<file path="src/pdio_pkg.sv">
/*
 Package for the digital I/O block of the power controller: APB register
 offsets, field positions, reset values, timing counts and carrier types.
 Assumes a 200 MHz pclk and 32-bit APB data.
*/
package pdio_pkg;
   // Clock rate
   localparam int unsigned CLK_MHZ = 200;
   // Register byte offsets
   localparam logic [7:0] PDIO_CFG_ADDR    = 8'h00;
   localparam logic [7:0] PDIO_MASK_ADDR   = 8'h04;
   localparam logic [7:0] PDIO_FLAG_ADDR   = 8'h08;
   localparam logic [7:0] PDIO_STATUS_ADDR = 8'h0c;
   localparam logic [7:0] PDIO_CMD_ADDR    = 8'h10;
   // Config fields
   localparam int CFG_SWITCH_STYLE = 0;
   localparam int CFG_DIR          = 1;
   localparam int CFG_DRIVE_STYLE  = 2;
   localparam int CFG_FILTER_ON    = 3;
   localparam int CFG_OUT_LEVEL    = 4;
   localparam logic [4:0] CFG_RESET = 5'h02;
   // Flag / mask fields
   localparam int IRQ_PIN_RISE = 0;
   localparam int IRQ_PIN_FALL = 1;
   localparam int IRQ_KEY_FALL = 2;
   localparam int IRQ_KEY_RISE = 3;
   localparam int IRQ_BITS     = 4;
   localparam logic [3:0] MASK_RESET = 4'hf;
   // Status fields
   localparam int ST_PIN_LEVEL = 0;
   localparam int ST_KEY_LEVEL = 1;
   localparam int ST_ON        = 2;
   localparam int ST_HOLD      = 3;
   localparam int ST_STATE_LSB = 4;
   // Soft power command encodings
   localparam logic [1:0] CMD_NONE   = 2'h0;
   localparam logic [1:0] CMD_OFF    = 2'h1;
   localparam logic [1:0] CMD_COLD   = 2'h2;
   // Times in their own units
   localparam int unsigned HOLD_FILTER_US     = 100;
   localparam int unsigned INPUT_FILTER_MS    = 30;
   localparam int unsigned KEY_FILTER_MS      = 30;
   localparam int unsigned LONG_PRESS_S       = 16;
   localparam int unsigned HOLD_WAIT_MS       = 100;
   localparam int unsigned SEQ_STEP_US        = 10;
   // Slow tick of 1 us drives all long timers
   localparam int unsigned TICK_CYCLES        = CLK_MHZ;
   localparam int unsigned HOLD_FILTER_TICKS  = HOLD_FILTER_US;
   localparam int unsigned INPUT_FILTER_TICKS = INPUT_FILTER_MS * 1000;
   localparam int unsigned KEY_FILTER_TICKS   = KEY_FILTER_MS * 1000;
   localparam int unsigned LONG_PRESS_TICKS   = LONG_PRESS_S * 1000000;
   localparam int unsigned HOLD_WAIT_TICKS    = HOLD_WAIT_MS * 1000;
   localparam int unsigned SEQ_STEP_TICKS     = SEQ_STEP_US;
   localparam int unsigned NUM_RAILS          = 4;

   // Power sequencing states
   typedef enum logic [2:0] {
      PDIO_STANDBY = 3'b000,
      PDIO_UP      = 3'b001,
      PDIO_WAIT    = 3'b010,
      PDIO_ON      = 3'b011,
      PDIO_RSTDN   = 3'b100,
      PDIO_DOWN    = 3'b101
   } pdio_state_type;

   // Pad pair for open-drain or push-pull pins
   typedef struct packed {
      logic out;
      logic oe_n;
   } pdio_pad_type;
endpackage

</file>
<file path="src/pdio_top.sv">
/*
 Digital I/O of the power controller: onkey, interrupt output, reset
 output sequencing, power hold filter, and general pin, behind APB.
 Assumes pins arrive asynchronous to pclk and external pull-ups on the
 open-drain outputs; rails are enabled one per sequence step.
*/
module pdio_top
   import pdio_pkg::*;
#(
   parameter int unsigned LONG_PRESS_T  = LONG_PRESS_TICKS,   // Long press, in us ticks
   parameter int unsigned HOLD_WAIT_T   = HOLD_WAIT_TICKS,    // Hold wait, in us ticks
   parameter int unsigned PIN_FILTER_T  = INPUT_FILTER_TICKS, // Pin debounce, in us ticks
   parameter int unsigned KEY_FILTER_T  = KEY_FILTER_TICKS    // Key debounce, in us ticks
) (
   input  wire logic                 pclk,                // 200 MHz clock
   input  wire logic                 presetn,             // Async reset, low
   input  wire logic                 psel,                // APB select
   input  wire logic                 penable,             // APB enable
   input  wire logic                 pwrite,              // APB write
   input  wire logic [7:0]           paddr,               // APB byte address
   input  wire logic [31:0]          pwdata,              // APB write data
   output logic      [31:0]          prdata,              // APB read data
   output logic                      pready,              // APB ready
   output logic                      pslverr,             // APB error
   input  wire logic                 onkey_n,             // Onkey pin
   input  wire logic                 power_hold_in,       // Power hold pin
   input  wire logic                 charge_input_valid,  // Charger wakeup
   input  wire logic                 gpio_in,             // General pin level
   output logic                      gpio_out,            // General pin drive
   output logic                      gpio_oe_n,           // General pin enable, low
   output logic                      irq_out_out,         // Interrupt pin drive
   output logic                      irq_out_oe_n,        // Interrupt pin enable, low
   output logic                      reset_out_out,       // Reset pin drive
   output logic                      reset_out_oe_n,      // Reset pin enable, low
   output logic      [NUM_RAILS-1:0] rail_en,             // Regulator enables
   output logic                      power_hold_combined, // Hold to top control
   output logic                      filter_osc_en        // Debounce oscillator run
);

   // Pin synchronisers, first stage read only by second
   logic [3:0] sync1_q, sync2_q;
   always_ff @(posedge pclk or negedge presetn) begin
      if (!presetn) begin
         sync1_q <= 4'h9;
         sync2_q <= 4'h9;
      end else begin
         sync1_q <= {onkey_n, power_hold_in, charge_input_valid, gpio_in};
         sync2_q <= sync1_q;
      end
   end
   wire key_s = sync2_q[3];
   wire hold_s = sync2_q[2];
   wire chg_s = sync2_q[1];
   wire pin_s = sync2_q[0];

   // Microsecond tick, gated so it runs only when a timer counts
   logic [7:0] tick_cnt_q;
   logic       tick;
   logic       timers_busy;
   assign tick = timers_busy && (tick_cnt_q == 8'(TICK_CYCLES - 1));
   assign filter_osc_en = timers_busy;
   always_ff @(posedge pclk or negedge presetn) begin
      if (!presetn)
         tick_cnt_q <= 8'h00;
      else if (!timers_busy || tick)
         tick_cnt_q <= 8'h00;
      else
         tick_cnt_q <= tick_cnt_q + 8'h01;
   end

   // Registers
   logic [4:0]          cfg_q;
   logic [IRQ_BITS-1:0] mask_q, flag_q, flag_set;
   logic                cmd_off_q;
   wire setup = psel && !penable;
   wire acc = psel && penable;
   wire wr = acc && pwrite;
   wire hit_cfg = paddr == PDIO_CFG_ADDR;
   wire hit_mask = paddr == PDIO_MASK_ADDR;
   wire hit_flag = paddr == PDIO_FLAG_ADDR;
   wire hit_stat = paddr == PDIO_STATUS_ADDR;
   wire hit_cmd = paddr == PDIO_CMD_ADDR;
   wire mapped = hit_cfg | hit_mask | hit_flag | hit_stat | hit_cmd;
   wire [IRQ_BITS-1:0] flag_clr = (wr && hit_flag) ? pwdata[IRQ_BITS-1:0] : '0;
   wire cmd_wr = wr && hit_cmd &&
                 (pwdata[1:0] == CMD_OFF || pwdata[1:0] == CMD_COLD);
   assign pready = 1'b1;
   assign pslverr = acc && !mapped;

   always_ff @(posedge pclk or negedge presetn) begin
      if (!presetn) begin
         cfg_q  <= CFG_RESET;
         mask_q <= MASK_RESET;
      end else begin
         if (wr && hit_cfg)
            cfg_q <= pwdata[4:0];
         if (wr && hit_mask)
            mask_q <= pwdata[IRQ_BITS-1:0];
      end
   end

   // Sticky flags: set wins over a write-one clear
   always_ff @(posedge pclk or negedge presetn) begin
      if (!presetn)
         flag_q <= '0;
      else
         flag_q <= (flag_q & ~flag_clr) | flag_set;
   end

   // Interrupt output is open-drain: pull low when any unmasked flag
   wire irq_any = |(flag_q & ~mask_q);
   assign irq_out_out = 1'b0;
   assign irq_out_oe_n = !irq_any;

   // Power hold glitch filter on the us tick
   logic       hold_f_q;
   logic [6:0] hold_cnt_q;
   wire hold_busy = hold_s != hold_f_q;
   always_ff @(posedge pclk or negedge presetn) begin
      if (!presetn) begin
         hold_f_q   <= 1'b0;
         hold_cnt_q <= 7'h00;
      end else if (!hold_busy) begin
         hold_cnt_q <= 7'h00;
      end else if (tick) begin
         if (hold_cnt_q == 7'(HOLD_FILTER_TICKS - 1)) begin
            hold_f_q   <= hold_s;
            hold_cnt_q <= 7'h00;
         end else begin
            hold_cnt_q <= hold_cnt_q + 7'h01;
         end
      end
   end
   assign power_hold_combined = hold_f_q | chg_s;

   // Onkey and pin debouncers, both 30 ms style
   logic        key_f_q, pin_f_q;
   logic [14:0] key_cnt_q, pin_cnt_q;
   wire key_busy = key_s != key_f_q;
   wire pin_busy = cfg_q[CFG_FILTER_ON] && (pin_s != pin_f_q);
   always_ff @(posedge pclk or negedge presetn) begin
      if (!presetn) begin
         key_f_q   <= 1'b1;
         key_cnt_q <= 15'h0000;
      end else if (!key_busy) begin
         key_cnt_q <= 15'h0000;
      end else if (tick) begin
         if (key_cnt_q == 15'(KEY_FILTER_T - 1)) begin
            key_f_q   <= key_s;
            key_cnt_q <= 15'h0000;
         end else begin
            key_cnt_q <= key_cnt_q + 15'h0001;
         end
      end
   end
   always_ff @(posedge pclk or negedge presetn) begin
      if (!presetn) begin
         pin_f_q   <= 1'b1;
         pin_cnt_q <= 15'h0000;
      end else if (!cfg_q[CFG_FILTER_ON]) begin
         pin_f_q   <= pin_s;
         pin_cnt_q <= 15'h0000;
      end else if (!pin_busy) begin
         pin_cnt_q <= 15'h0000;
      end else if (tick) begin
         if (pin_cnt_q == 15'(PIN_FILTER_T - 1)) begin
            pin_f_q   <= pin_s;
            pin_cnt_q <= 15'h0000;
         end else begin
            pin_cnt_q <= pin_cnt_q + 15'h0001;
         end
      end
   end

   // Edge events from the filtered levels
   logic key_d1_q, pin_d1_q;
   always_ff @(posedge pclk or negedge presetn) begin
      if (!presetn) begin
         key_d1_q <= 1'b1;
         pin_d1_q <= 1'b1;
      end else begin
         key_d1_q <= key_f_q;
         pin_d1_q <= pin_f_q;
      end
   end
   wire key_fall = key_d1_q && !key_f_q;
   always_comb begin
      flag_set = '0;
      flag_set[IRQ_PIN_RISE] = !pin_d1_q && pin_f_q;
      flag_set[IRQ_PIN_FALL] = pin_d1_q && !pin_f_q;
      flag_set[IRQ_KEY_FALL] = key_fall;
      flag_set[IRQ_KEY_RISE] = !key_d1_q && key_f_q;
   end

   // General pin drive; input path always live
   wire pin_is_out = !cfg_q[CFG_DIR];
   wire pin_level = cfg_q[CFG_OUT_LEVEL];
   assign gpio_out = cfg_q[CFG_DRIVE_STYLE] ? pin_level : 1'b0;
   assign gpio_oe_n = !pin_is_out || (!cfg_q[CFG_DRIVE_STYLE] && pin_level);

   // Sequencer state and long timers
   pdio_state_type state_q, state_d;
   logic [23:0]    tmr_q;
   logic [2:0]     rail_idx_q;
   logic           cmd_pend;
   wire long_press = cfg_q[CFG_SWITCH_STYLE] ? key_f_q : !key_f_q;
   wire step_done = tick && tmr_q == 24'(SEQ_STEP_TICKS - 1);
   // Step wrap only in stepping states, else it would cut the long timers short
   wire in_step = state_q == PDIO_UP || state_q == PDIO_RSTDN || state_q == PDIO_DOWN;
   wire wait_done = tick && tmr_q == 24'(HOLD_WAIT_T - 1);
   wire press_done = tick && tmr_q == 24'(LONG_PRESS_T - 1);
   wire last_rail = rail_idx_q == 3'(NUM_RAILS);
   wire first_rail = rail_idx_q == 3'h0;
   wire go_down = !power_hold_combined || cmd_pend;
   assign cmd_pend = cmd_off_q;

   // Timers run in every state that counts toward something
   assign timers_busy = hold_busy || key_busy || pin_busy ||
                        state_q == PDIO_UP || state_q == PDIO_WAIT ||
                        state_q == PDIO_DOWN || state_q == PDIO_RSTDN ||
                        (state_q == PDIO_ON && long_press);

   always_comb begin
      state_d = state_q;
      case (state_q)
         PDIO_STANDBY: if (key_fall) state_d = PDIO_UP;
         PDIO_UP:      if (last_rail) state_d = PDIO_WAIT;
         PDIO_WAIT: begin
            if (cmd_pend)
               state_d = PDIO_RSTDN;
            else if (power_hold_combined)
               state_d = PDIO_ON;
            else if (wait_done)
               state_d = PDIO_RSTDN;
         end
         PDIO_ON: begin
            if (go_down || press_done)
               state_d = PDIO_RSTDN;
         end
         PDIO_RSTDN:   if (step_done) state_d = PDIO_DOWN;
         PDIO_DOWN:    if (first_rail) state_d = PDIO_STANDBY;
         default:      state_d = PDIO_STANDBY;
      endcase
   end

   always_ff @(posedge pclk or negedge presetn) begin
      if (!presetn) begin
         state_q    <= PDIO_STANDBY;
         tmr_q      <= 24'h000000;
         rail_idx_q <= 3'h0;
         cmd_off_q  <= 1'b0;
      end else begin
         state_q <= state_d;
         if (cmd_wr)
            cmd_off_q <= 1'b1;
         else if (state_q == PDIO_STANDBY)
            cmd_off_q <= 1'b0;
         if (state_d != state_q || (state_q == PDIO_ON && !long_press) ||
             (step_done && in_step))
            tmr_q <= 24'h000000;
         else if (tick)
            tmr_q <= tmr_q + 24'h000001;
         if (state_q == PDIO_UP && step_done && !last_rail)
            rail_idx_q <= rail_idx_q + 3'h1;
         else if (state_q == PDIO_DOWN && step_done && !first_rail)
            rail_idx_q <= rail_idx_q - 3'h1;
      end
   end

   // Rail enables: thermometer of the rail count
   genvar g;
   generate
      for (g = 0; g < NUM_RAILS; g++) begin : g_rail
         assign rail_en[g] = rail_idx_q > 3'(g);
      end
   endgenerate

   // Reset output held low outside the fully-up states
   wire rst_release = state_q == PDIO_WAIT || state_q == PDIO_ON;
   assign reset_out_out = 1'b0;
   assign reset_out_oe_n = rst_release;

   // Read mux, data zero for an unmapped address; prdata loaded in the setup phase of a read and held
   logic [31:0] rdata;
   always_comb begin
      rdata = 32'h00000000;
      if (hit_cfg)
         rdata[4:0] = cfg_q;
      else if (hit_mask)
         rdata[IRQ_BITS-1:0] = mask_q;
      else if (hit_flag)
         rdata[IRQ_BITS-1:0] = flag_q;
      else if (hit_stat) begin
         rdata[ST_PIN_LEVEL] = pin_s;
         rdata[ST_KEY_LEVEL] = key_f_q;
         rdata[ST_ON] = rst_release;
         rdata[ST_HOLD] = power_hold_combined;
         rdata[ST_STATE_LSB+2:ST_STATE_LSB] = state_q;
      end
   end
   always_ff @(posedge pclk or negedge presetn) begin
      if (!presetn)
         prdata <= 32'h00000000;
      else if (setup && !pwrite)
         prdata <= rdata;
   end

endmodule

</file>
<file path="config.mk">
export PLATFORM = sky130hd
export DESIGN_NAME = pdio_top
export DESIGN_NICKNAME = d
export VERILOG_FILES = /design/src/pdio_pkg.sv /design/src/pdio_top.sv
export SDC_FILE = /design/constraint.sdc
export NUM_CORES = 1
export LEC_CHECK = 0
export ABC_AREA = 1
export ABC_CLOCK_PERIOD_IN_PS = 4300
export BUFFER_PORTS_ARGS = -buffer_cell sky130_fd_sc_hd__buf_4
export CORE_ASPECT_RATIO = 0.6
export CORE_MARGIN = 4
export CORE_UTILIZATION = 35
export DETAILED_ROUTE_END_ITERATION = 8
export GPL_ROUTABILITY_DRIVEN = 0
export SLEW_MARGIN = 20
export SYNTH_ARGS = -nofsm -noshare
export SYNTH_HDL_FRONTEND = slang
export SYNTH_SLANG_ARGS = --single-unit
</file>
<file path="constraint.sdc">
create_clock -name pclk -period 4.3 [get_ports pclk]
set_clock_uncertainty 0.1 [all_clocks]
set_input_delay 1.29 -clock pclk [delete_from_list [all_inputs] [get_ports pclk]]
set_output_delay 1.29 -clock pclk [all_outputs]
set_load 0.01 [all_outputs]
</file>
# Word-level counts from Yosys, hierarchy flattened
# Index checks and enable logic that the tools add are counted.
# W data, S select, Z words.
word_totals:
  regBits: 109
  output_inout_bits: 46
  inputBits: 49
  wordCells: 177
op_classes:
  n_addsub: 7
  n_lt_le_gt_ge: 4
  n_reduce_logical: 68
  n_mux: 40
  n_bitwise: 10
  n_eq_ne: 29
ops:
  columns: ["operator", "count"]
  rows:
  - ["$mux W15", 7]
  - ["$mux W24", 2]
  - ["$mux W3", 12]
  - ["$add A15 B1 Y15 const B", 2]
  - ["$eq A15 B15 Y1 const B", 2]
  - ["$mux W7", 4]
  - ["$logic_and A1 B1 Y1", 27]
  - ["$add A24 B1 Y24 const B", 1]
  - ["$eq A24 B17 Y1 const B", 1]
  - ["$eq A24 B24 Y1 const B", 1]
  - ["$eq A24 B4 Y1 const B", 1]
  - ["$pmux W3 S6", 1]
  - ["$logic_or A1 B1 Y1", 17]
  - ["$eq A8 B4 Y1 const B", 2]
  - ["$logic_not A1 Y1", 14]
  - ["$mux W4", 3]
  - ["$eq A3 B3 Y1 const B", 3]
  - ["$reduce_and A3 Y1", 3]
  - ["$add A8 B1 Y8 const B", 1]
  - ["$and A4 B4 Y4", 2]
  - ["$eq A8 B3 Y1 const B", 1]
  - ["$eq A8 B5 Y1 const B", 1]
  - ["$eq A8 B8 Y1 const B", 1]
  - ["$logic_not A8 Y1", 1]
  - ["25 further kinds", 48]

# Depth between registers and ports, before layout
# Gate-level depths: netlist of run 1.
logic_depth:
  word_depth: 18
  mapped_depth: 16
  depth_no_buf: 15

# Least setup slack after synthesis of run 1
# OpenSTA, ideal clock, no wires.
synth_timing:
  path_kind: "input port to output port"
  from: "input port paddr[7]"
  to: "output port pslverr"
  t_arrival_ns: 1.834
  n_path_buf: 0
  path_slack_ns: 1.076
  required_ns: 2.910
  path_stages: 4
  path_cell_list: "nor2_1 -> nand3_1 -> nor2_1 -> nor3_1"
synth_between:
  elab_chain_len: 7
  elab_cells_between_ends: 11
  cone_classes: "4 x eq/ne; 4 x bitwise; 3 x reduce/logical"
synth_rtl:
  columns: ["element", "line", "source"]
  rows:
  - ["from (decl)", "pdio_top.sv:20", "input wire logic [7:0] paddr,"]
  - ["$eq A8 B3 Y1 / $logic_not A8 Y1 (equally long branches)", "pdio_top.sv:79, pdio_top.sv:78", null]
  - ["$or A1 B1 Y1 (3 in a row)", "pdio_top.sv:83", "wire mapped = hit_cfg | hit_mask | hit_flag | hit_stat | hit_cmd;"]
  - ["$or A1 B1 Y1 (*)", "pdio_top.sv:83", null]
  - ["$logic_not A1 Y1 (*)", "pdio_top.sv:88", "assign pslverr = acc && !mapped;"]
  - ["$logic_and A1 B1 Y1 (*)", "pdio_top.sv:88", null]
  - ["to (decl)", "pdio_top.sv:24", "output logic pslverr,"]
# Every way passes the cells marked *; elsewhere a longest branch is shown, timed or not.

# Worst setup path after layout of run 1
# Same ends and word-level chain as after synthesis.

==> key figures, run 1 <==
Yosys
  – Synth top cells by count: nand2_1 (122), nor2_1 (99), dfrtp_1 (96)
  – Ys flop type: dfrtp_1
  – Synth top area share: 0.3771
  – EDFF count, synth: 0
  – Synth Register Bits: 109
  – Top post-synthesis cells by area: dfrtp_1 (38%), nand2_1 (7.2%), nor2_1 (5.8%), dfstp_2 (5.4%), inv_1 (5.4%)
  – Ys Warns: 0
  – Synth cell types: 44
  – Synthesized area per cell: 8.230 um2
  – Async SR Flop Fraction: 1.000
  – Most frequent cell after synthesis: nand2_1
  – Sequential element share of the synthesized area: 0.4308
  – Syn Std Cell Area: 0.006370 mm2
  – Synth area leader: dfrtp_1
  – Cells after synthesis: 774

Die
  – I/O Pins: 95
  – Die X: 182.2 um
  – Rows: 37
  – Core ar.: 0.01750 mm2
  – DIE AREA: 0.02049 mm2
  – Initial Util: 0.3640
  – Die Y: 112.5 um

Place
  – Worst slack, placed: 0.7486 ns
  – Final HPWL DP: 10820 um
  – Port bufs: 39
  – Placed cells: 1039

CTS
  – Post-CTS setup buffer count: 0
  – Clock Path Buffers: 2
  – Worst-skew pair later-pin latency: 0.37 ns
  – Post-CTS sizing: 0
  – CTS HTree Levels: 3
  – CTS sink cnt: 109
  – CTS Hold Bufs: 0
  – CTS root buf: clkbuf_16
  – CTS tree: built
  – Number of CTS-inserted buffers: 9
  – CTS clk-pin slew, worst paths: 0.08 ns

Power
  – Leakage: 3.187 nW
  – Total chip power: 0.002018 W
  – Clk pwr share: 0.416
  – Sequential share of power: 0.525
  – Pwr dens: 283.7 mW/mm2
  – Internal power: 0.001497 W
  – Logic gate share of total power: 0.059
  – P_sw: 0.0005206 W
  – Net Sw Frac: 0.2580
  – Worst VDD drop: 195.2 uV

Detailed routing
  – Vias/cell: 4.743
  – First drt pass iteration count: 6
  – Avg WL per Cell: 13.51 um
  – Final ANT Viol Nets: 0
  – DRC viols: 0
  – Routed wire length: 14250 um
  – Iteration-0 DRC Markers: 420
  – Vias post-DR: 5004

Final layout
  – Ratio of cells with drive above 1 in the final layout: 0.1571
  – Antenna cells: 0
  – Fin cells: 1055
  – Nets: 877
  – Area growth syn-to-layout: 11.67%
  – Final Util: 0.4065

GRT
  – Total GRT Usage: 0.1426
  – Met1 GRT Util: 0.2388
  – Pin count of the biggest net entering global routing: 57
  – First-pass GRT wire length: 23720 um
  – Met3 Use GR: 0.04404
  – Global route hottest layer: met1
  – Initial antenna violation count: 0
  – Total gr overflow: 0
  – GRT met2 Usage: 0.1721
  – Vias in the first global route: 4559

Critical path
  – Worst setup EP type: output pin
  – CP max FO: 5
  – CP Launch Type: input pin
  – Critical path arrival: 2.19 ns
  – Required time of the critical path: 2.91 ns
  – WS Path Type: input pin to output pin

Job
  – Maxcap violations: 0

STA
  – Final Setup Violations: 0
  – Final Hold Fails: 0
  – Final Worst Setup Slack: 0.7160 ns
  – RSZ-0062 raised after global routing: false
  – Setup TNS: 0 ns
  – Final min period: 3.584 ns
  – Final Max Slew Viols: 0
  – Least-Margin Pin Slew: 0.9164 ns
  – Fin crit share: 0.8335
  – F_max: 279.0 MHz
  – Slew Limit Headroom: 0.3839

Min path
  – Min-delay worst type: flip-flop to flip-flop

Status
  – Status: finished, final reports clean
-- power by group through the flow --
stage | registers [W] | logic [W] | clock network, W
3_3_place_gp | 0.00108 | 0.000119 | 0
6_report | 0.00106 | 0.000119 | 0.000840
3_5_place_dp | 0.00108 | 0.000120 | 0
4_1_cts | 0.00106 | 0.000120 | 0.000871
5_1_grt | 0.00106 | 0.000138 | 0.000916
2_1_floorplan | 0.00108 | 0.0000819 | 0
-- stage by stage --
stage | area [um2] | hold slack [ns]
2_1_floorplan | 6467 | 0.2312
6_report | 7113 | 0.2624
3_3_place_gp | 6809 | 0.2532
4_1_cts | 7113 | 0.2673
5_1_grt | 7113 | 0.2697
3_5_place_dp | 6809 | 0.2502
-- sequential cells by signal, summed over array words and instances, names as in the netlist --
register and count:
key_f_q 1, rail_idx_q 3, cfg_q 5, pin_d1_q 1, tick_cnt_q 8, hold_cnt_q 7, state_q 3, sync1_q 4
key_d1_q 1, hold_f_q 1, prdata 7, pin_f_q 1, key_cnt_q 15, cmd_off_q 1, tmr_q 24, sync2_q 4
pin_cnt_q 15, mask_q 4, flag_q 4
-- logic make-up (layout without fill, tap and decap cells) --
kind of cell,count (synthesis),count (layout),share of synthesized area
xor gates and xnor gates,34,34,0.04675
other,2,28,0.001179
adders and majority gates,12,12,0.02357
buffers and inverters,138,159,0.1033
muxes,7,7,0.01179
AOI/OAI and AO/OA,100,100,0.08761
and+or+nand+nor,372,372,0.2950
DFF,109,109,0.4308
-- layer usage --
| metal | vias up | share of wire |
|---|---|---|
| met5 | - | 0 |
| met4 | 0 | 0.0078 |
| met3 | 10 | 0.062 |
| met2 | 108 | 0.37 |
| met1 | 2321 | 0.56 |
| li1 | 2565 | - |
-- path summary, 6_finish.rpt --
kind | cells after the start | start | to | slack [ns]
worst max-delay path | 6 | paddr[7] | pslverr | 0.72
max in group asynchronous | 2 | presetn | key_d1_q | 2.44
worst min-delay path | 0 | sync1_q[2] | sync2_q[2] | 0.26
worst max register to register | 14 | state_q[2] | tmr_q[1] | 1.36
worst min register to register | 0 | sync1_q[2] | sync2_q[2] | 0.26
min in group asynchronous | 1 | presetn | tmr_q[4] | 0.86
-- critical path, cell delays in order --
cell and delay, ns:
buf_4 0.11, nor2_1 0.12, nand3_1 0.14, nor2_1 0.28, nor3_1 0.10, buf_4 0.15
-- final cells by class --
cell class,instances,area [um2]
clock inverter,7,78.83
tap,234,292.8
multi-input combinational,553,3065
clock buffer,9,225.2
timing repair buffer,42,327.8
inverter,101,379.1
fill,1778,10390
sequential,109,2744
-- cells in the final DEF, fill, tap and decap left out, types with 4 or more instances in the layout --
| cell type | instances |
|---|---|
| ha_1 | 12 |
| buf_4 | 41 |
| inv_1 | 91 |
| nor2_2 | 4 |
| nand4_1 | 22 |
| a21oi_1 | 31 |
| nand2_2 | 4 |
| o22ai_1 | 10 |
| nor3b_1 | 4 |
| nand3_1 | 42 |
| nand2_1 | 122 |
| nor2_4 | 23 |
| o21ai_0 | 44 |
| dfstp_2 | 13 |
| nand3_2 | 4 |
| dfrtp_1 | 96 |
| mux2_2 | 4 |
| nor3_2 | 4 |
| and3_1 | 4 |
| xor2_1 | 31 |
| conb_1 | 28 |
| nor2_1 | 99 |
| nor3_1 | 23 |
| nor4_1 | 9 |
| clkbuf_16 | 9 |
| inv_2 | 10 |
Power figures use the tool's default switching activity.
==> run 2, diff against run 1 <==
--- a/config.mk
+++ b/config.mk
@@ -6,7 +6,7 @@
 export NUM_CORES = 1
 export LEC_CHECK = 0
 export ABC_AREA = 1
-export ABC_CLOCK_PERIOD_IN_PS = 4300
+export ABC_CLOCK_PERIOD_IN_PS = 2970
 export BUFFER_PORTS_ARGS = -buffer_cell sky130_fd_sc_hd__buf_4
 export CORE_ASPECT_RATIO = 0.6
 export CORE_MARGIN = 4
==> constraint.sdc (replaced) <==
create_clock -name pclk -period 2.97 [get_ports pclk]
set_clock_uncertainty 0.1 [all_clocks]
set_input_delay 0.891 -clock pclk [delete_from_list [all_inputs] [get_ports pclk]]
set_output_delay 0.891 -clock pclk [all_outputs]
set_load 0.01 [all_outputs]
==> run 2 against run 1 <==
  * Die area did not move
  * Critical endpoint is now filter_osc_en
  * Via count rose by 1.3%
  * Largest cell class unchanged
  * Hold slack got worse by 0.011 ns
  * Critical path depth did not move
  * Sequential share of layout area fell by 0.22 points
==> key figures, run 2 (synthesis results as in run 1) <==
Detailed routing
  – Avg WL per Cell: 13.65 um (was 13.51 um)
  – Final ANT Viol Nets: 0 (unchanged)
  – DRC viols: 0 (unchanged)
  – Vias/cell: 4.778 (was 4.743)
  – First drt pass iteration count: 5 (was 6)
  – Routed wire length: 14490 um (was 14250 um)
  – Vias post-DR: 5069 (was 5004)
  – Iteration-0 DRC Markers: 375 (was 420)

Final layout
  – Ratio of cells with drive above 1 in the final layout: 0.1632 (was 0.1571)
  – Most common cell after layout, fill and taps aside: nand2_1 (unchanged)
  – Cell area after layout: 0.007153 mm2 (was 0.007113 mm2)
  – Max reg flops: 24 (unchanged)
  – Antenna cells: 0 (unchanged)
  – Area growth syn-to-layout: 12.30% (was 11.67%)
  – Most frequent cells in the layout: nand2_1 (122), nor2_1 (98), dfrtp_1 (96) (was nand2_1 (122), nor2_1 (99), dfrtp_1 (96))
  – Nets: 883 (was 877)
  – Registers with the most flip-flops: tmr_q x24, key_cnt_q x15, pin_cnt_q x15 (unchanged)
  – Largest Register: tmr_q (unchanged)

Critical path
  – Cells on worst reg2reg path: 10 (was 14)
  – WS Path Type: flip-flop to output pin (was input pin to output pin)
  – Worst setup EP type: output pin (unchanged)
  – Critical path arrival: 1.77 ns (was 2.19 ns)
  – Slowest cell on crit path: dfrtp_1 (was nor2_1)
  – R2r startpoint: key_f_q (was state_q[2])
  – Worst R2R End: key_cnt_q[9] (was tmr_q[1])
  – Worst R2R Setup Slack: 0.44 ns (was 1.36 ns)
  – CP Launch Type: flip-flop (was input pin)
  – CP max stage delay: 0.48 ns (was 0.28 ns)
  – CP cell instances: nor2_2, inv_2, nor2_4, nand2_1, nand3_4, buf_4 (was buf_4, nor2_1, nand3_1, nor2_1, nor3_1, buf_4)
  – Required time of the critical path: 1.98 ns (was 2.91 ns)
  – CP max FO: 7 (was 5)

STA
  – Final Hold Fails: 0 (unchanged)
  – RSZ-0062 raised after global routing: false (unchanged)
  – Min Hold Slack: 0.2517 ns (was 0.2624 ns)
  – Least-Margin Pin Slew: 0.9770 ns (was 0.9164 ns)
  – Slew Limit Headroom: 0.3431 (was 0.3839)
  – Final Max Slew Viols: 0 (unchanged)
  – F_max: 362.4 MHz
  – Final Setup Violations: 0 (unchanged)
  – Final min period: 2.759 ns
  – Fin crit share: 0.9290
  – Setup TNS: 0 ns (unchanged)

CTS
  – CTS Hold Bufs: 0 (unchanged)
  – Number of CTS-inserted buffers: 9 (unchanged)
  – CTS clk-pin slew, worst paths: 0.08 ns (about the same)
  – CTS sink cnt: 109 (unchanged)
  – Clock Path Buffers: 2 (unchanged)
  – CTS HTree Levels: 3 (unchanged)
  – CTS root buf: clkbuf_16 (unchanged)
  – CTS tree: built (unchanged)
  – Worst-skew pair later-pin latency: 0.36 ns (was 0.37 ns)

Die
  – DIE AREA: 0.02049 mm2 (unchanged)
  – Die X: 182.2 um (unchanged)
  – Core ar.: 0.01750 mm2 (unchanged)
  – Initial Util: 0.3640 (unchanged)
  – Rows: 37 (unchanged)
  – I/O Pins: 95 (unchanged)
  – Die Y: 112.5 um (unchanged)

Job
  – Maxcap violations: 0 (unchanged)

GRT
  – First-pass GRT wire length: 24180 um (was 23720 um)
  – Pin count of the biggest net entering global routing: 110 (was 57)
  – Total gr overflow: 0 (unchanged)
  – Vias in the first global route: 4618 (was 4559)
  – Initial antenna violation count: 0 (unchanged)
  – Total GRT Usage: 0.1442 (was 0.1426)

Power
  – Leakage: 3.206 nW (was 3.187 nW)
  – Pwr dens: 404.7 mW/mm2 (was 283.7 mW/mm2)
  – Worst VDD drop: 275.4 uV (was 195.2 uV)

Min path
  – Hold depth: 0 (unchanged)
  – Min-delay worst type: flip-flop to flip-flop (unchanged)
  – Min-Delay Endpoint: sync2_q[1] (was sync2_q[2])
  – Hold path start: sync1_q[1] (was sync1_q[2])

Status
  – Status: finished, final reports clean (unchanged)

Place
  – Port bufs: 39 (unchanged)
  – Final HPWL DP: 10710 um (was 10820 um)
  – Placement Cell Area: 0.006867 mm2 (was 0.006809 mm2)
-- run 2: per-stage QoR --
| step | std cells | setup slack (ns) | total power (W) | util |
|---|---|---|---|---|
| after floorplan | 800 | 0.5442 | 0.001676 | - |
| after global placement | 1045 | 0.2207 | 0.001735 | 0.3924 |
| after detailed placement | 1045 | 0.1895 | 0.001737 | 0.3924 |
| after CTS | 1061 | 0.1547 | 0.002932 | 0.4086 |
| after global routing | 1061 | 0.1131 | 0.003034 | 0.4088 |
| final | 1061 | 0.2109 | 0.002895 | 0.4088 |
-- run 2: layout make-up --
type,count,area [um2]
fill,1764,10350
timing repair buffer,48,385.4
clock inverter,6,55.05
multi-input combinational,553,3068
inverter,101,379.1
tap,234,292.8
clock buffer,10,229.0
sequential,109,2744
-- run 2: repair_timing --
item / CTS / global route
setup endpoints to repair: 0 / 6
hold endpoints to repair: 0 / 0
gates resized for setup: 0 / 1
setup buffers: 0 / 0
-- run 2: critical path, delay by kind of cell (launching register included) --
kind          cells  cell delay, ns
simple gates      4            0.69
flops             1            0.48
buf+inv           2            0.23
-- run 2: worst max path at each step --
stage	startpoint	endpoint	slack, ns	cells after the start
detailed placement	hold_f_q	key_cnt_q[9]	0.19	11
global route	state_q[2]	filter_osc_en	0.11	6
floorplan	paddr[7]	pslverr	0.54	4
global placement	key_f_q	key_cnt_q[9]	0.22	10
CTS	hold_f_q	key_cnt_q[9]	0.15	11
finish	state_q[2]	filter_osc_en	0.21	6
-- run 2: layer usage --
layer | part of all wire | vias up | track usage | wire [um]
met3 | 0.054 | 5 | 0.03854 | 789
met5 | 0 | - | 0 | 0
met1 | 0.57 | 2383 | 0.2439 | 8242
met4 | 0.0028 | 0 | 0.01799 | 40
met2 | 0.37 | 105 | 0.1800 | 5412
li1 | - | 2576 | - | -
-- run 2: power breakdown --
| part | internal (W) | leakage (nW) | total [W] | switching [W] |
|---|---|---|---|---|
| Sequential | 0.00152 | 1.44 | 0.00153 | 0.0000175 |
| Clock | 0.000587 | 0.133 | 0.00119 | 0.000601 |
| Combinational | 0.0000557 | 1.63 | 0.000174 | 0.000118 |
==> run 3, diff against run 2 <==
--- a/config.mk
+++ b/config.mk
@@ -6,11 +6,11 @@
 export NUM_CORES = 1
 export LEC_CHECK = 0
 export ABC_AREA = 1
-export ABC_CLOCK_PERIOD_IN_PS = 2970
+export ABC_CLOCK_PERIOD_IN_PS = 3350
 export BUFFER_PORTS_ARGS = -buffer_cell sky130_fd_sc_hd__buf_4
 export CORE_ASPECT_RATIO = 0.6
 export CORE_MARGIN = 4
-export CORE_UTILIZATION = 35
+export CORE_UTILIZATION = 30
 export DETAILED_ROUTE_END_ITERATION = 8
 export GPL_ROUTABILITY_DRIVEN = 0
 export SLEW_MARGIN = 20
==> constraint.sdc (replaced) <==
create_clock -name pclk -period 3.35 [get_ports pclk]
set_clock_uncertainty 0.1 [all_clocks]
set_input_delay 1.005 -clock pclk [delete_from_list [all_inputs] [get_ports pclk]]
set_output_delay 1.005 -clock pclk [all_outputs]
set_load 0.01 [all_outputs]
==> run 3 against run 2 <==
  * Setup slack better by 0.14 ns
  * Die area is 16% higher
  * Critical path depth stayed put
  * Highest routed layer unchanged
==> key figures, run 3 (synthesis results as in run 1) <==
Status
  – Status: finished, final reports clean (unchanged)

STA
  – Final Setup Violations: 0 (unchanged)
  – F_max: 333.2 MHz
  – Final Max Slew Viols: 0 (unchanged)
  – Final Hold Fails: 0 (unchanged)
  – Slew Limit Headroom: 0.3573 (was 0.3431)
  – Least-Margin Pin Slew: 0.9559 ns (was 0.9770 ns)
  – Setup TNS: 0 ns (unchanged)
  – RSZ-0062 raised after global routing: false (unchanged)
  – Min Hold Slack: 0.2773 ns (was 0.2517 ns)
  – Fin crit share: 0.8958
  – Final min period: 3.001 ns

CTS
  – Number of CTS-inserted buffers: 9 (unchanged)
  – Clock Path Buffers: 2 (unchanged)
  – CTS tree: built (unchanged)
  – CTS sink cnt: 109 (unchanged)
  – CTS clk-pin slew, worst paths: 0.07 ns (was 0.08 ns)
  – CTS Hold Bufs: 0 (unchanged)
  – Worst-skew pair later-pin latency: 0.36 ns (about the same)
  – Post-CTS setup buffer count: 0 (unchanged)
  – Post-CTS sizing: 0 (unchanged)
  – CTS root buf: clkbuf_16 (unchanged)
  – CTS HTree Levels: 3 (unchanged)

Place
  – Placed cells: 1083 (was 1045)
  – Final HPWL DP: 11000 um (was 10710 um)
  – Port bufs: 39 (unchanged)

Detailed routing
  – Iteration-0 DRC Markers: 542 (was 375)
  – First drt pass iteration count: 5 (unchanged)
  – Final ANT Viol Nets: 0 (unchanged)
  – DRC viols: 0 (unchanged)
  – Avg WL per Cell: 13.14 um (was 13.65 um)
  – Vias/cell: 4.698 (was 4.778)
  – Vias post-DR: 5163 (was 5069)
  – Routed wire length: 14440 um (was 14490 um)

Final layout
  – Antenna cells: 0 (unchanged)
  – Most frequent cells in the layout: nand2_1 (122), nor2_1 (99), dfrtp_1 (96) (was nand2_1 (122), nor2_1 (98), dfrtp_1 (96))
  – Nets: 882 (was 883)
  – Max reg flops: 24 (unchanged)
  – FILL cells: 2086 (was 1764)
  – Area growth syn-to-layout: 13.61% (was 12.30%)
  – Fin cells: 1099 (was 1061)
  – Ratio of cells with drive above 1 in the final layout: 0.1610 (was 0.1632)
  – Most common cell after layout, fill and taps aside: nand2_1 (unchanged)
  – Largest Register: tmr_q (unchanged)
  – Registers with the most flip-flops: tmr_q x24, key_cnt_q x15, pin_cnt_q x15 (unchanged)

Job
  – Maxcap violations: 0 (unchanged)

Power
  – Net Sw Frac: 0.2377 (was 0.2544)
  – Internal power: 0.002066 W (was 0.002159 W)
  – Pwr dens: 374.5 mW/mm2 (was 404.7 mW/mm2)
  – Sequential share of power: 0.502 (was 0.530)
  – Worst VDD drop: 249.7 uV (was 275.4 uV)
  – P_sw: 0.0006442 W (was 0.0007364 W)
  – Leakage: 3.230 nW (was 3.206 nW)
  – Logic gate share of total power: 0.057 (was 0.060)
  – Clk pwr share: 0.441 (was 0.410)

Die
  – Die X: 196.1 um (was 182.2 um)
  – Initial Util: 0.3119 (was 0.3640)
  – I/O Pins: 95 (unchanged)
  – Die Y: 120.9 um (was 112.5 um)
  – Rows: 40 (was 37)
  – DIE AREA: 0.02370 mm2 (was 0.02049 mm2)
  – Core ar.: 0.02042 mm2 (was 0.01750 mm2)

Min path
  – Min-delay worst type: flip-flop to flip-flop (unchanged)

Critical path
  – CP max FO: 5 (was 7)
  – Worst setup EP type: output pin (unchanged)
  – Cells on worst reg2reg path: 15 (was 10)
  – CP Launch Type: input pin (was flip-flop)
  – Worst R2R End: tmr_q[9] (was key_cnt_q[9])
  – Required time of the critical path: 2.24 ns (was 1.98 ns)
  – Worst R2R Setup Slack: 0.41 ns (was 0.44 ns)
  – WS Path Type: input pin to output pin (was flip-flop to output pin)
  – Crit path from: paddr[7] (was state_q[2])
  – R2r startpoint: state_q[2] (was key_f_q)
  – Crit path to: pslverr (was filter_osc_en)
  – Critical path arrival: 1.90 ns (was 1.77 ns)

GRT
  – Initial antenna violation count: 0 (unchanged)
  – Pin count of the biggest net entering global routing: 58 (was 110)
  – Total GRT Usage: 0.1229 (was 0.1442)
  – Total gr overflow: 0 (unchanged)
  – First-pass GRT wire length: 23930 um (was 24180 um)
  – Vias in the first global route: 4648 (was 4618)
==> run 3: changes by cell type in the layout (fill, tap and decap cells not counted) <==
cell	before	now
bufinv_16	0	2
nor2_2	5	4
inv_6	1	2
clkinvlp_4	2	0
nor2_1	98	99
clkinv_4	1	0
buf_4	46	45
==> run 3: routing by layer <==
layer	track usage	up-vias	wire length, um
met5	0	-	0
li1	-	2579	-
met2	0.1554	144	5535
met3	0.02830	17	966
met4	0.02616	0	125
met1	0.2043	2423	7810
==> run 3: power by group through the flow <==
stage          Clock, W  Combinational (W)  Sequential, W
4_1_cts         0.00124           0.000155        0.00136
5_1_grt         0.00129           0.000181        0.00136
3_5_place_dp          0           0.000154        0.00139
3_3_place_gp          0           0.000154        0.00139
6_report        0.00120           0.000153        0.00136
2_1_floorplan         0           0.000105        0.00138
==> run 3: final cells by class <==
| cell class | count | area, um2 | share of cell area |
|---|---|---|---|
| multi-input combinational | 553 | 3065 | 0.4236 |
| clock inverter | 6 | 100.1 | 0.01383 |
| clock buffer | 10 | 229.0 | 0.03164 |
| tap | 273 | 341.6 | 0.04720 |
| inverter | 101 | 379.1 | 0.05239 |
| timing repair buffer | 47 | 377.9 | 0.05221 |
| sequential | 109 | 2744 | 0.3791 |
==> run 3: how the worst min path moves through the flow <==
stage,to,depth (start not counted),slack [ns],startpoint
global placement,sync2_q[0],0,0.26,sync1_q[0]
detailed placement,sync2_q[0],0,0.27,sync1_q[0]
floorplan,sync2_q[1],0,0.23,sync1_q[1]
finish,sync2_q[0],0,0.28,sync1_q[0]
CTS,sync2_q[0],0,0.28,sync1_q[0]
global route,sync2_q[3],0,0.27,sync1_q[3]
==> run 3: per-stage QoR <==
step           utilization  cell area, um2  setup WS [ns]  power [W]
2_1_floorplan            -            6467         0.6962   0.001486
3_3_place_gp        0.3383            6908         0.3678   0.001539
3_5_place_dp        0.3383            6908         0.3680   0.001540
4_1_cts             0.3544            7237         0.3685   0.002758
5_1_grt             0.3544            7237         0.2216   0.002837
6_report            0.3544            7237         0.3491   0.002710
==> run 3: worst max-delay path: stages <==
cell	delay, ns
buf_4	0.11
nor2_1	0.12
nand3_1	0.14
nor2_1	0.28
nor3_1	0.09
buf_4	0.15
